===== config.mk =====
export PLATFORM = sky130hd
export DESIGN_NAME = sirq_slave
export DESIGN_NICKNAME = d
export VERILOG_FILES = /design/src/rtl/sirq_pkg.sv /design/src/rtl/sirq_slave.sv
export SDC_FILE = /design/constraint.sdc
export NUM_CORES = 1
export LEC_CHECK = 0
export BUFFER_PORTS_ARGS = -buffer_cell sky130_fd_sc_hd__buf_2
export CAP_MARGIN = 20
export CORE_ASPECT_RATIO = 0.9
export CORE_MARGIN = 1.5
export CORE_UTILIZATION = 55
export DETAILED_ROUTE_END_ITERATION = 7
export GPL_TIMING_DRIVEN = 1
export PLACE_DENSITY = 0.84
export SLEW_MARGIN = 40
export SYNTH_ARGS = -nofsm -noshare
export SYNTH_HDL_FRONTEND = slang
export SYNTH_SLANG_ARGS = --single-unit
export TNS_END_PERCENT = 10

===== constraint.sdc =====
create_clock -name mclk -period 9.4 [get_ports mclk]
set_input_delay 0 -clock mclk [delete_from_list [all_inputs] [get_ports mclk]]
set_output_delay 0 -clock mclk [all_outputs]
set_load 0.005 [all_outputs]

===== src/rtl/sirq_pkg.sv =====
/*
 * sirq_pkg: shared types and constants of the serial interrupt slave.
 * assumes: included by the slave module through a wildcard import.
 */

package sirq_pkg;

    // ************************************************************
    // states and phases
    // ************************************************************
    typedef enum logic [4:0] {
        ST_IDLE  = 5'h01,
        ST_START = 5'h02,
        ST_FRAME = 5'h04,
        ST_STOP  = 5'h08,
        ST_POST  = 5'h10
    } sirq_state_t;

    typedef enum logic [2:0] {
        PH_SAMPLE = 3'h1,
        PH_RECOV  = 3'h2,
        PH_TURN   = 3'h4
    } sirq_phase_t;

    // ************************************************************
    // second management-interrupt enable register image
    // ************************************************************
    typedef struct packed {
        logic       pin_en;     // bit 7
        logic       serial_en;  // bit 6
        logic [5:0] other;      // bits 5..0, not used here
    } sirq_smi_en2_t;

    // ************************************************************
    // frame numbering and stop widths
    // ************************************************************
    localparam logic [5:0]  SIRQ_FRAME_FIRST = 6'h02;
    localparam logic [5:0]  SIRQ_FRAME_LAST  = 6'h10;
    localparam logic [5:0]  SIRQ_FRAME_MAX   = 6'h3F;
    localparam logic [2:0]  SIRQ_STOP_QUIET  = 3'h2;
    localparam logic [2:0]  SIRQ_LOW_MAX     = 3'h7;

    // ************************************************************
    // reset values
    // ************************************************************
    localparam logic        SIRQ_RST_QUIET   = 1'b0;
    localparam logic [15:0] SIRQ_RST_LEVEL   = 16'hFFFF;

endpackage


===== src/rtl/sirq_slave.sv =====
/*
 * sirq_slave: slave agent of the serialized interrupt wire.
 * Reports fifteen interrupt levels and the management interrupt
 * in their frames, starts cycles in quiet mode on a level change
 * and follows the mode chosen by each stop pulse width.
 * assumes: mclk is the bus clock that the host also uses; the wire
 * is open-drain with a pull-up resolved outside; rst is the bus reset.
 */
`timescale 1ns/10ps
`default_nettype none

// Operation
// - quiet start: pull wire low one clock, then release, never drive high
// - no start frame while a cycle runs; idle only from stop to start
// - quiet mode: a level change starts a cycle unless the running one carries it
// - continuous mode: only the host starts; slaves stay passive
// - mode changes only during a stop frame
// - after reset assume continuous mode and wait for the host
// - measure every stop pulse width to pick the next mode
// - stop low two clocks means quiet, three means continuous
// - next start no earlier than second clock after stop rising edge
// - count three-clock frames from start rising edge: sample, recovery, turnaround
// - sample phase: pull low exactly when the last level is low
// - recovery phase: drive high only after pulling low in sample phase
// - turnaround phase: leave the wire released
// - report levels whoever started the cycle
// - frame n sample at clock 3n-1; frames 2..16 carry irq 1..15
// - frame 3 carries irq 2 or the management interrupt
// - frame 14 carries irq 13
// - enable bit 6 gates management irq to frame, bit 7 to its pin
// - a level change reaches the host within 96 clocks
// - drive and sample the wire on the rising bus clock edge
// - in reset the wire is released; then idle continuous mode
module sirq_slave
    import sirq_pkg::*;
(
    input  wire logic          mclk,
    input  wire logic          rst,
    input  wire logic          sirq_in,
    input  wire logic [15:1]   irq_level,
    input  wire logic          system_mgmt_interrupt_n,
    input  wire sirq_smi_en2_t smi_en2,
    output logic               sirq_out,
    output logic               sirq_oe,
    output logic               system_mgmt_irq_out_n,
    output logic               quiet_mode
);

    // ************************************************************
    // helpers
    // ************************************************************
    function automatic sirq_phase_t next_phase(input sirq_phase_t ph);
        sirq_phase_t r;
        r = PH_SAMPLE;
        unique case (ph)
            PH_SAMPLE: r = PH_RECOV;
            PH_RECOV:  r = PH_TURN;
            PH_TURN:   r = PH_SAMPLE;
            default:   r = PH_SAMPLE;
        endcase
        return r;
    endfunction

    // frame f reports level bit f-1
    function automatic logic [3:0] frame_bit(input logic [5:0] f);
        logic [5:0] d;
        d = f - 6'h01;
        return d[3:0];
    endfunction

    function automatic logic in_range(input logic [5:0] f);
        return (f >= SIRQ_FRAME_FIRST) && (f <= SIRQ_FRAME_LAST);
    endfunction

    // ************************************************************
    // state
    // ************************************************************
    sirq_state_t st_ff;
    sirq_state_t nxt_st;
    sirq_phase_t ph_ff;
    sirq_phase_t nxt_ph;
    logic [5:0]  frm_ff;
    logic [5:0]  nxt_frm;
    logic [2:0]  low_ff;
    logic [2:0]  nxt_low;
    logic        quiet_ff;
    logic        nxt_quiet;
    logic        oe_ff;
    logic        out_ff;
    logic        nxt_oe;
    logic        nxt_out;
    logic        drove_ff;
    logic        nxt_drove;
    logic [15:0] lvl_ff;
    logic [15:0] nxt_lvl;
    logic [15:0] last_ff;
    logic [15:0] nxt_last;
    logic        smi_pin_ff;

    // ************************************************************
    // level capture and frame 3 source
    // ************************************************************
    wire smi_to_frame = system_mgmt_interrupt_n | ~smi_en2.serial_en;
    // irq 2 and the management interrupt share frame 3; both low-true,
    // so a low on irq 2, or on the management one while serial_en is set, reports low there
    wire irq2_val     = irq_level[2] & smi_to_frame;
    // bit k feeds frame k+1, so irq 13 lands in frame 14
    assign nxt_lvl = {irq_level[15:3], irq2_val, irq_level[1], 1'b1};

    // ************************************************************
    // cycle tracking
    // ************************************************************
    wire line_low   = ~sirq_in;
    wire st_idle    = (st_ff == ST_IDLE);
    wire st_start   = (st_ff == ST_START);
    wire st_frame   = (st_ff == ST_FRAME);
    wire st_stop    = (st_ff == ST_STOP);
    wire st_post    = (st_ff == ST_POST);

    // any agent's start is followed, ours or not
    wire start_seen = (st_idle | st_post) & line_low;
    wire start_rise = st_start & sirq_in;
    // a data low lasts one clock; a second low in a row is the stop
    wire stop_seen  = st_frame & line_low & (low_ff == 3'h1);
    wire stop_end   = st_stop & sirq_in;

    assign nxt_st = start_seen ? ST_START :
                    start_rise ? ST_FRAME :
                    stop_seen  ? ST_STOP  :
                    stop_end   ? ST_POST  :
                    st_post    ? ST_IDLE  : st_ff;

    // start rising edge is clock 0, next clock is frame 0 turnaround
    assign nxt_ph  = start_rise ? PH_TURN :
                     st_frame   ? next_phase(ph_ff) : ph_ff;

    wire frm_step  = st_frame & (ph_ff == PH_TURN) & (frm_ff != SIRQ_FRAME_MAX);
    assign nxt_frm = start_rise ? 6'h00 :
                     frm_step   ? frm_ff + 6'h01 : frm_ff;

    wire [2:0] low_inc = (low_ff == SIRQ_LOW_MAX) ? low_ff : low_ff + 3'h1;
    assign nxt_low = line_low ? low_inc : 3'h0;

    // mode is only rewritten at the end of a stop pulse
    assign nxt_quiet = stop_end ? (low_ff == SIRQ_STOP_QUIET) : quiet_ff;

    // ************************************************************
    // wire drive
    // ************************************************************
    wire        in_cycle  = (nxt_st == ST_FRAME);
    wire        in_slot   = in_cycle & in_range(nxt_frm);
    wire [3:0]  slot_idx  = frame_bit(nxt_frm);
    wire        slot_val  = lvl_ff[slot_idx];
    wire        slot_upd  = in_slot & (nxt_ph == PH_SAMPLE);
    wire        drv_samp  = slot_upd & ~slot_val;
    wire        drv_recov = in_cycle & (nxt_ph == PH_RECOV) & drove_ff;

    // pending means a level differs from what the host last saw; a change
    // still ahead of its slot rides the running cycle, later ones retrigger
    wire        pending   = |(lvl_ff ^ last_ff);
    // post state is clock 1 after the stop edge, so the pull lands on clock 2;
    // continuous mode blocks this, keeping the slave passive
    wire        drv_start = quiet_ff & pending & sirq_in
                          & (st_idle | st_post) & ~oe_ff;

    // turnaround and every other clock fall through to released
    assign nxt_oe    = drv_samp | drv_recov | drv_start;
    assign nxt_out   = drv_recov;
    assign nxt_drove = drv_samp;

    wire [15:0] upd_mask = 16'h0001 << slot_idx;
    assign nxt_last = slot_upd ? ((last_ff & ~upd_mask) | (slot_val ? upd_mask : 16'h0000))
                               : last_ff;

    // ************************************************************
    // registers
    // ************************************************************
    always_ff @(posedge mclk or posedge rst) begin
        if (rst) begin
            st_ff    <= ST_IDLE;
            ph_ff    <= PH_TURN;
            frm_ff   <= 6'h00;
            low_ff   <= 3'h0;
            quiet_ff <= SIRQ_RST_QUIET;
            oe_ff    <= 1'b0;
            out_ff   <= 1'b1;
            drove_ff <= 1'b0;
        end else begin
            st_ff    <= nxt_st;
            ph_ff    <= nxt_ph;
            frm_ff   <= nxt_frm;
            low_ff   <= nxt_low;
            quiet_ff <= nxt_quiet;
            oe_ff    <= nxt_oe;
            out_ff   <= nxt_out;
            drove_ff <= nxt_drove;
        end
    end

    always_ff @(posedge mclk or posedge rst) begin
        if (rst) begin
            lvl_ff     <= SIRQ_RST_LEVEL;
            last_ff    <= SIRQ_RST_LEVEL;
            smi_pin_ff <= 1'b1;
        end else begin
            lvl_ff     <= nxt_lvl;
            last_ff    <= nxt_last;
            smi_pin_ff <= system_mgmt_interrupt_n | ~smi_en2.pin_en;
        end
    end

    assign sirq_out              = out_ff;
    assign sirq_oe               = oe_ff;
    assign system_mgmt_irq_out_n = smi_pin_ff;
    assign quiet_mode            = quiet_ff;
endmodule

`default_nettype wire


==> reports/metrics.yaml, run 1 <==
outcome:
  outcome: "finished, final reports clean"
hold_path:
  type_of_the_tightest_min_delay_check: "primary input to flop"
  timing.hold.worst.start: "irq_level[1]"
  timing.hold.worst_path_depth: 2
  worstHoldEndpoint: "lvl_ff[1]$_DFF_PP1_"
sta:
  tightest_slew_ns: 0.648
  report.final.slew_viol_count: 0
  grt_setup_unrepaired: "no"
  hold_viol: 0
  post-route-period-util_pct: 40.1
  clock-skew-final_ns: 0.00825
  totalNegativeSetupSlack_ns: 0
  maxSlewHeadroom_pct: 56.7
  final_setup_violations: 0
  post-route-min-period_ns: 3.77
  fmaxAchievable_mhz: 265
critical_path:
  worst-r2r-setup-slack_ns: 5.63
  crit_fanout: 12
  critPathCaptureType: "flop"
  regToRegStartpoint: "st_ff[2]$_DFF_PP0_"
  worstPathArrival_ns: 4.01
  crit_required_ns: 9.64
  timing_worst_setup_path_type: "flop to flop"
  worstSetupStartpoint: "st_ff[2]$_DFF_PP0_"
  r2r.worst_path.cells: 9
  cp_launch_type: "flop"
route:
  drc: 0
  routedWlPerCell_um: 15.9
  vias_per_cell: 5.86
  detail-route-antenna-nets: 0
  drt_first_iter_violations: 131
  routed_wirelength_um: 5920
  vias: 2187
  drt_pre_antenna_iters: 4
yosys:
  synth_cells: 263
  synthesis.nets: 300
  yosys_synthesis_warning_count: 0
  synth_seq_cells: 53
  yosysSeqAreaShare_pct: 45.8
  ys_dominant_reg_cell: "sky130_fd_sc_hd__dfstp_2"
  synth.avg_cell_area_um2: 11.4
  synth_enable_flop_cells: 0
  async_sr_flop_fraction_pct: 100
  synth.lib_cells_used.distinct: 65
  post_synthesis_instance_area_um2: 2990
placed_design:
  dpl-instance-area_um2: 3140
  dp.final_hpwl_um: 4060
  placement.io_buffers: 24
  gp_congestion: 0.858
global_routing:
  grt_overflow_total: 0
  wire_length_of_the_first_global_routing_pass_um: 10000
  global_route.usage.total_pct: 22.4
  number_of_global_route_vias_before_repair: 2222
  grt_start_max_net_pins: 54
  initial_antenna_violation_count: 0
finish:
  flow.area_growth_from_synthesis_pct: 14.6
  fraction_of_final_layout_cells_sized_beyond_drive_strength_1_pct: 34.0
  final_cell_mix: "35 x sky130_fd_sc_hd__dfstp_2, 24 x sky130_fd_sc_hd__buf_2, 20 x sky130_fd_sc_hd__dlygate4sd3_1"
  fillCellCount: 373
  postLayoutCoreUtil_pct: 65.2
  final_common_cell: "sky130_fd_sc_hd__dfstp_2"
  nets: 342
  stdcell_area_um2: 3430
  count_of_antenna_diodes_in_the_layout: 0
power_and_ir_drop:
  max-vdd-ir-drop_mv: 0.182
  leakage_nw: 1.39
  power.net_switching_w: 0.000402
  total_power_w: 0.000930
  power_frac_seq_pct: 37.7
  power.density_nw_per_um2: 271
  switching_share_pct: 43.2
  share_clk_of_total_power_pct: 13.9
  p_int_w: 0.000528
  combinational_fraction_of_design_power_pct: 48.4
floorplan:
  die-height_um: 73.0
  core_area_um2: 5260
  die_outline_area_um2: 5890
  num_io_pins: 31
  floorplan.initialDensity_pct: 56.9
  chipWidth_um: 80.7
  row_count: 25
cts:
  cts_inserted_buffers: 5
  htree_num_levels: 2
  cts_resized: 0
  cts_post_setup_buffers_inserted: 0
  tritoncts: "done"
  cts.root.buffer_cell: "sky130_fd_sc_hd__clkbuf_8"
  clockBufferDepth: 2
  cts.sink_count: 53
  path_clk_slew_ns: 0.10
  ctsHoldBuffers: 20
  insertion_delay_ns: 0.31
flow_run:
  max_cap_viol_count: 0
critical path: stages, from the launching register on:
cell and delay [ns]:
sky130_fd_sc_hd__dfrtp_1 0.55, sky130_fd_sc_hd__nor2b_1 0.59, sky130_fd_sc_hd__nand3_2 0.24, sky130_fd_sc_hd__nor2_1 0.19, sky130_fd_sc_hd__mux2i_1 0.09, sky130_fd_sc_hd__or2_2 0.33, sky130_fd_sc_hd__ha_1 0.48, sky130_fd_sc_hd__mux4_2 0.55
sky130_fd_sc_hd__mux2_2 0.37, sky130_fd_sc_hd__mux2_1 0.32
cell type report:
| class | count | area (µm²) | share of cell area, % |
|---|---|---|---|
| timing repair buffer | 44 | 320 | 9.35 |
| multi-input combinational | 190 | 1520 | 44.4 |
| tap | 67 | 83.8 | 2.45 |
| clock inverter | 3 | 20.0 | 0.584 |
| sequential | 53 | 1370 | 40.0 |
| clock buffer | 5 | 68.8 | 2.01 |
| inverter | 11 | 43.8 | 1.28 |
stage by stage:
stage,std cells,hold slack (ns),worst slack (ns)
after floorplan,263,0.00448,6.22
after global placement,345,0.104,5.73
after detailed placement,345,0.106,5.64
after CTS,373,0.317,5.62
after global routing,373,0.328,5.40
final,373,0.323,5.63
cells by family after synthesis:
logic type               Yosys count  share of synthesized area (%)
flip-flops                        53                           45.8
AO/OA/AOI/OAI                     38                           10.9
adder cells (fa/ha/maj)           10                           4.18
XOR/XNOR                          20                           6.11
buffers and inverters             20                           3.35
multiplexers                      24                           10.1
AND/OR/NAND/NOR                   98                           19.5
power groups by stage:
stage | Combinational (W) | Sequential [W] | Clock, W
2_1_floorplan | 0.000381 | 0.000322 | 0
6_report | 0.000450 | 0.000351 | 0.000129
4_1_cts | 0.000444 | 0.000348 | 0.000133
3_3_place_gp | 0.000421 | 0.000350 | 0
5_1_grt | 0.000488 | 0.000358 | 0.000141
3_5_place_dp | 0.000435 | 0.000352 | 0
worst max-delay path by stage:
stage	end	slack (ns)
global route	flop	5.40
finish	flop	5.63
detailed placement	flop	5.64
global placement	flop	5.73
CTS	flop	5.62
floorplan	flop	6.22
synth_stat cells (3+ instances only):
cell type	count	share of area, %
sky130_fd_sc_hd__xor2_1	3	0.88
sky130_fd_sc_hd__mux2_2	15	5.6
sky130_fd_sc_hd__a21oi_1	8	1.3
sky130_fd_sc_hd__clkbuf_1	4	0.50
sky130_fd_sc_hd__nand2b_1	4	0.84
sky130_fd_sc_hd__o21ai_0	4	0.67
sky130_fd_sc_hd__xnor2_1	16	4.7
sky130_fd_sc_hd__mux2i_1	3	1.0
sky130_fd_sc_hd__nor2b_1	3	0.63
sky130_fd_sc_hd__nor4b_1	3	0.88
sky130_fd_sc_hd__ha_1	10	4.2
sky130_fd_sc_hd__nor2_1	13	1.6
sky130_fd_sc_hd__inv_1	11	1.4
sky130_fd_sc_hd__nand3_1	4	0.67
sky130_fd_sc_hd__nand2_1	18	2.3
sky130_fd_sc_hd__and3_1	3	0.63
sky130_fd_sc_hd__nand4_1	5	1.0
sky130_fd_sc_hd__dfstp_2	35	31
sky130_fd_sc_hd__nor4_1	11	2.3
sky130_fd_sc_hd__nor3_1	12	2.0
sky130_fd_sc_hd__dfrtp_1	18	15
sky130_fd_sc_hd__mux4_2	3	2.3
sky130_fd_sc_hd__buf_6	3	1.1
per-layer routing:
| metal | share of wire, % | track usage [%] | routed length, µm |
|---|---|---|---|
| met1 | 44 | 28.8 | 2610 |
| met2 | 51 | 38.9 | 3040 |
| met3 | 3.4 | 3.50 | 203 |
| met4 | 1.2 | 7.47 | 73 |
| met5 | 0 | 0 | 0 |
Note: power is estimated with default switching activity, not from simulation.
==> inputs of run 2 (changes only) <==
Settings changed: ABC_AREA from default to 1, CORE_UTILIZATION 55 to 54, PLACE_DENSITY 0.84 to 0.86.
Clock period 9.4 ns to 3.3 ns, I/O delays scaled along.
==> run 2 against run 1 <==
Area after synthesis up 9.1%; combinational power down 82%; via count up 28%; largest power group is now registers; final cell count up 44%; global-route usage up 0.38 points; critical path type unchanged; register-to-register slack worse by 5.2 ns; die area up 11%.
==> reports/metrics.yaml, run 2 <==
outcome:
  outcome: "finished, final reports clean"
critical_path:
  critPathCaptureType: "flop"
  r2r.worst_path.cells: 16
  crit_fanout: 26
  crit_required_ns: 3.54
  timing_worst_setup_path_type: "flop to flop"
  worstSetupStartpoint: "frm_ff[0]$_DFF_PP0_"
  worstPathArrival_ns: 3.12
  worst-r2r-setup-slack_ns: 0.41
  regToRegStartpoint: "frm_ff[0]$_DFF_PP0_"
  cp_launch_type: "flop"
placed_design:
  placement.io_buffers: 24
  gp_congestion: 0.909
  dp.final_hpwl_um: 4860
power_and_ir_drop:
  p_int_w: 0.000934
  leakage_nw: 1.88
  share_clk_of_total_power_pct: 35.4
  power.net_switching_w: 0.000244
  power.density_nw_per_um2: 317
  power_frac_seq_pct: 57.8
  combinational_fraction_of_design_power_pct: 6.8
  switching_share_pct: 20.7
  max-vdd-ir-drop_mv: 0.247
finish:
  flow.area_growth_from_synthesis_pct: 13.7
  final_cell_mix: "125 x sky130_fd_sc_hd__nand2_1, 67 x sky130_fd_sc_hd__inv_1, 41 x sky130_fd_sc_hd__nor2_1"
  fraction_of_final_layout_cells_sized_beyond_drive_strength_1_pct: 21.4
  nets: 503
  count_of_antenna_diodes_in_the_layout: 0
  fillCellCount: 465
  ff_latch_area_um2: 1370
  multi_input_comb_area_um2: 1560
  final_common_cell: "sky130_fd_sc_hd__nand2_1"
yosys:
  synth_top_area_share_pct: 28.2
  synthesis.nets: 458
  synth.avg_cell_area_um2: 7.75
  synth_enable_flop_cells: 0
  post_synthesis_instance_area_um2: 3260
  yosysSeqAreaShare_pct: 42.0
  ys_top_cells_by_area: "sky130_fd_sc_hd__dfstp_2 28%, sky130_fd_sc_hd__nand2_1 14%, sky130_fd_sc_hd__dfrtp_1 14%, sky130_fd_sc_hd__inv_1 7.8%, sky130_fd_sc_hd__nand3_1 5.2%"
  yosys_synthesis_warning_count: 0
  post-synth-top-area-cell: "sky130_fd_sc_hd__dfstp_2"
  async_sr_flop_fraction_pct: 100
  count_leader_synth: "sky130_fd_sc_hd__nand2_1"
  synth_common_cells: "125 x sky130_fd_sc_hd__nand2_1, 68 x sky130_fd_sc_hd__inv_1, 41 x sky130_fd_sc_hd__nor2_1"
  synth.lib_cells_used.distinct: 34
  ys_dominant_reg_cell: "sky130_fd_sc_hd__dfstp_2"
  synth_cells: 421
  synth_seq_cells: 53
route:
  vias_per_cell: 5.22
  drc: 0
  detail-route-antenna-nets: 0
  routed_wirelength_um: 6880
  drt_pre_antenna_iters: 4
  vias: 2802
  drt_first_iter_violations: 216
  routedWlPerCell_um: 12.8
global_routing:
  grt_start_max_net_pins: 54
  number_of_global_route_vias_before_repair: 2826
  initial_antenna_violation_count: 0
  grt_overflow_total: 0
  global_route.usage.total_pct: 22.8
  wire_length_of_the_first_global_routing_pass_um: 12100
cts:
  cts.sink_count: 53
  clockBufferDepth: 2
  htree_num_levels: 2
  tritoncts: "done"
  path_clk_slew_ns: 0.09
  insertion_delay_ns: 0.30
  cts_post_setup_buffers_inserted: 0
  cts_inserted_buffers: 5
  ctsHoldBuffers: 19
  cts_resized: 0
  cts.root.buffer_cell: "sky130_fd_sc_hd__clkbuf_8"
sta:
  report.final.slew_viol_count: 0
  totalNegativeSetupSlack_ns: 0
  clock-skew-final_ns: 0.00493
  post-route-period-util_pct: 87.5
  tightest_slew_ns: 0.595
  hold_viol: 0
  fmaxAchievable_mhz: 346
  final_setup_violations: 0
  maxSlewHeadroom_pct: 60.3
  post-route-min-period_ns: 2.89
  grt_setup_unrepaired: "no"
  hold_ws_ns: 0.0214
floorplan:
  die_outline_area_um2: 6520
  chipWidth_um: 84.9
  row_count: 26
  die-height_um: 76.7
  floorplan.initialDensity_pct: 56.7
  num_io_pins: 31
  core_area_um2: 5760
hold_path:
  type_of_the_tightest_min_delay_check: "primary input to flop"
flow_run:
  max_cap_viol_count: 0
## run 2: cell types whose count changed after synthesis, sizes merged, moves of 4 or more
cell,delta
nand2,+113
mux2,-17
nand4,+6
inv,+60
clkbuf,-6
nand3,+37
nor4,-9
nor2,+34
nand2b,-4
o21bai,+10
nor3,-11
xnor2,-11
mux2i,-4
## run 2: logic make-up after synthesis
logic type | share of synthesized area, %
and+or+nand+nor | 35.2
buffers and inverters | 10.2
DFF | 42.0
AOI/OAI and AO/OA | 6.83
adders and majority gates | 3.83
xor gates and xnor gates | 1.88
## run 2: cell type report
class / count / share of cell area [%]
Inverter: 71 / 7.25
Clock buffer: 6 / 1.96
Sequential cell: 53 / 36.9
Multi-Input combinational cell: 291 / 42.0
Timing Repair Buffer: 44 / 8.57
Clock inverter: 2 / 0.911
Tap cell: 70 / 2.36
## run 2: worst max-delay path: stages, from the launching register on
cell,delay (ns)
sky130_fd_sc_hd__dfrtp_1,0.46
sky130_fd_sc_hd__ha_1,0.26
sky130_fd_sc_hd__nand2_1,0.11
sky130_fd_sc_hd__nor2_2,0.05
sky130_fd_sc_hd__nand2_1,0.20
sky130_fd_sc_hd__nand3_2,0.18
sky130_fd_sc_hd__nand2_1,0.13
sky130_fd_sc_hd__nand3_2,0.18
sky130_fd_sc_hd__inv_1,0.16
sky130_fd_sc_hd__ha_1,0.15
sky130_fd_sc_hd__inv_1,0.07
sky130_fd_sc_hd__nand4_1,0.09
sky130_fd_sc_hd__nand2_1,0.05
sky130_fd_sc_hd__nand2_1,0.08
sky130_fd_sc_hd__nand2_2,0.29
sky130_fd_sc_hd__o21bai_1,0.26
sky130_fd_sc_hd__nand2_1,0.08
## run 2: through the flow
stage	power (W)	utilization, %	setup slack (ns)	std cells	area [µm²]
detailed placement	0.000753	59.3	0.455	510	3410
global route	0.00123	64.4	0.0348	537	3710
floorplan	0.000727	-	0.790	421	3260
global placement	0.000750	59.2	0.594	510	3410
CTS	0.00119	64.4	0.432	537	3710
finish	0.00118	64.4	0.413	537	3710
## run 2: worst min-delay path by stage
stage,end,cells after the start,from,slack [ns]
2_1_floorplan,lvl_ff[10]$_DFF_PP1_,0,irq_level[10],0.004
3_3_place_gp,lvl_ff[11]$_DFF_PP1_,1,irq_level[11],0.10
3_5_place_dp,lvl_ff[6]$_DFF_PP1_,1,irq_level[6],0.11
4_1_cts,low_ff[1]$_DFFE_PP0P_,4,sirq_in,0.03
5_1_grt,st_ff[0]$_DFF_PP1_,3,sirq_in,0.04
6_report,low_ff[1]$_DFFE_PP0P_,4,sirq_in,0.02
## run 2: power groups by stage
| stage | clock (W) | sequential (W) | combinational [W] |
|---|---|---|---|
| 2_1_floorplan | 0 | 0.000689 | 0.0000386 |
| 3_3_place_gp | 0 | 0.000690 | 0.0000599 |
| 3_5_place_dp | 0 | 0.000691 | 0.0000625 |
| 4_1_cts | 0.000426 | 0.000680 | 0.0000806 |
| 5_1_grt | 0.000454 | 0.000682 | 0.0000906 |
| 6_report | 0.000417 | 0.000680 | 0.0000804 |
## run 2: metal layers
| layer | track usage [%] | part of all wire, % |
|---|---|---|
| met5 | 0 | 0 |
| met1 | 28.3 | 44 |
| met2 | 39.8 | 49 |
| met3 | 3.77 | 4.6 |
| met4 | 8.52 | 1.7 |
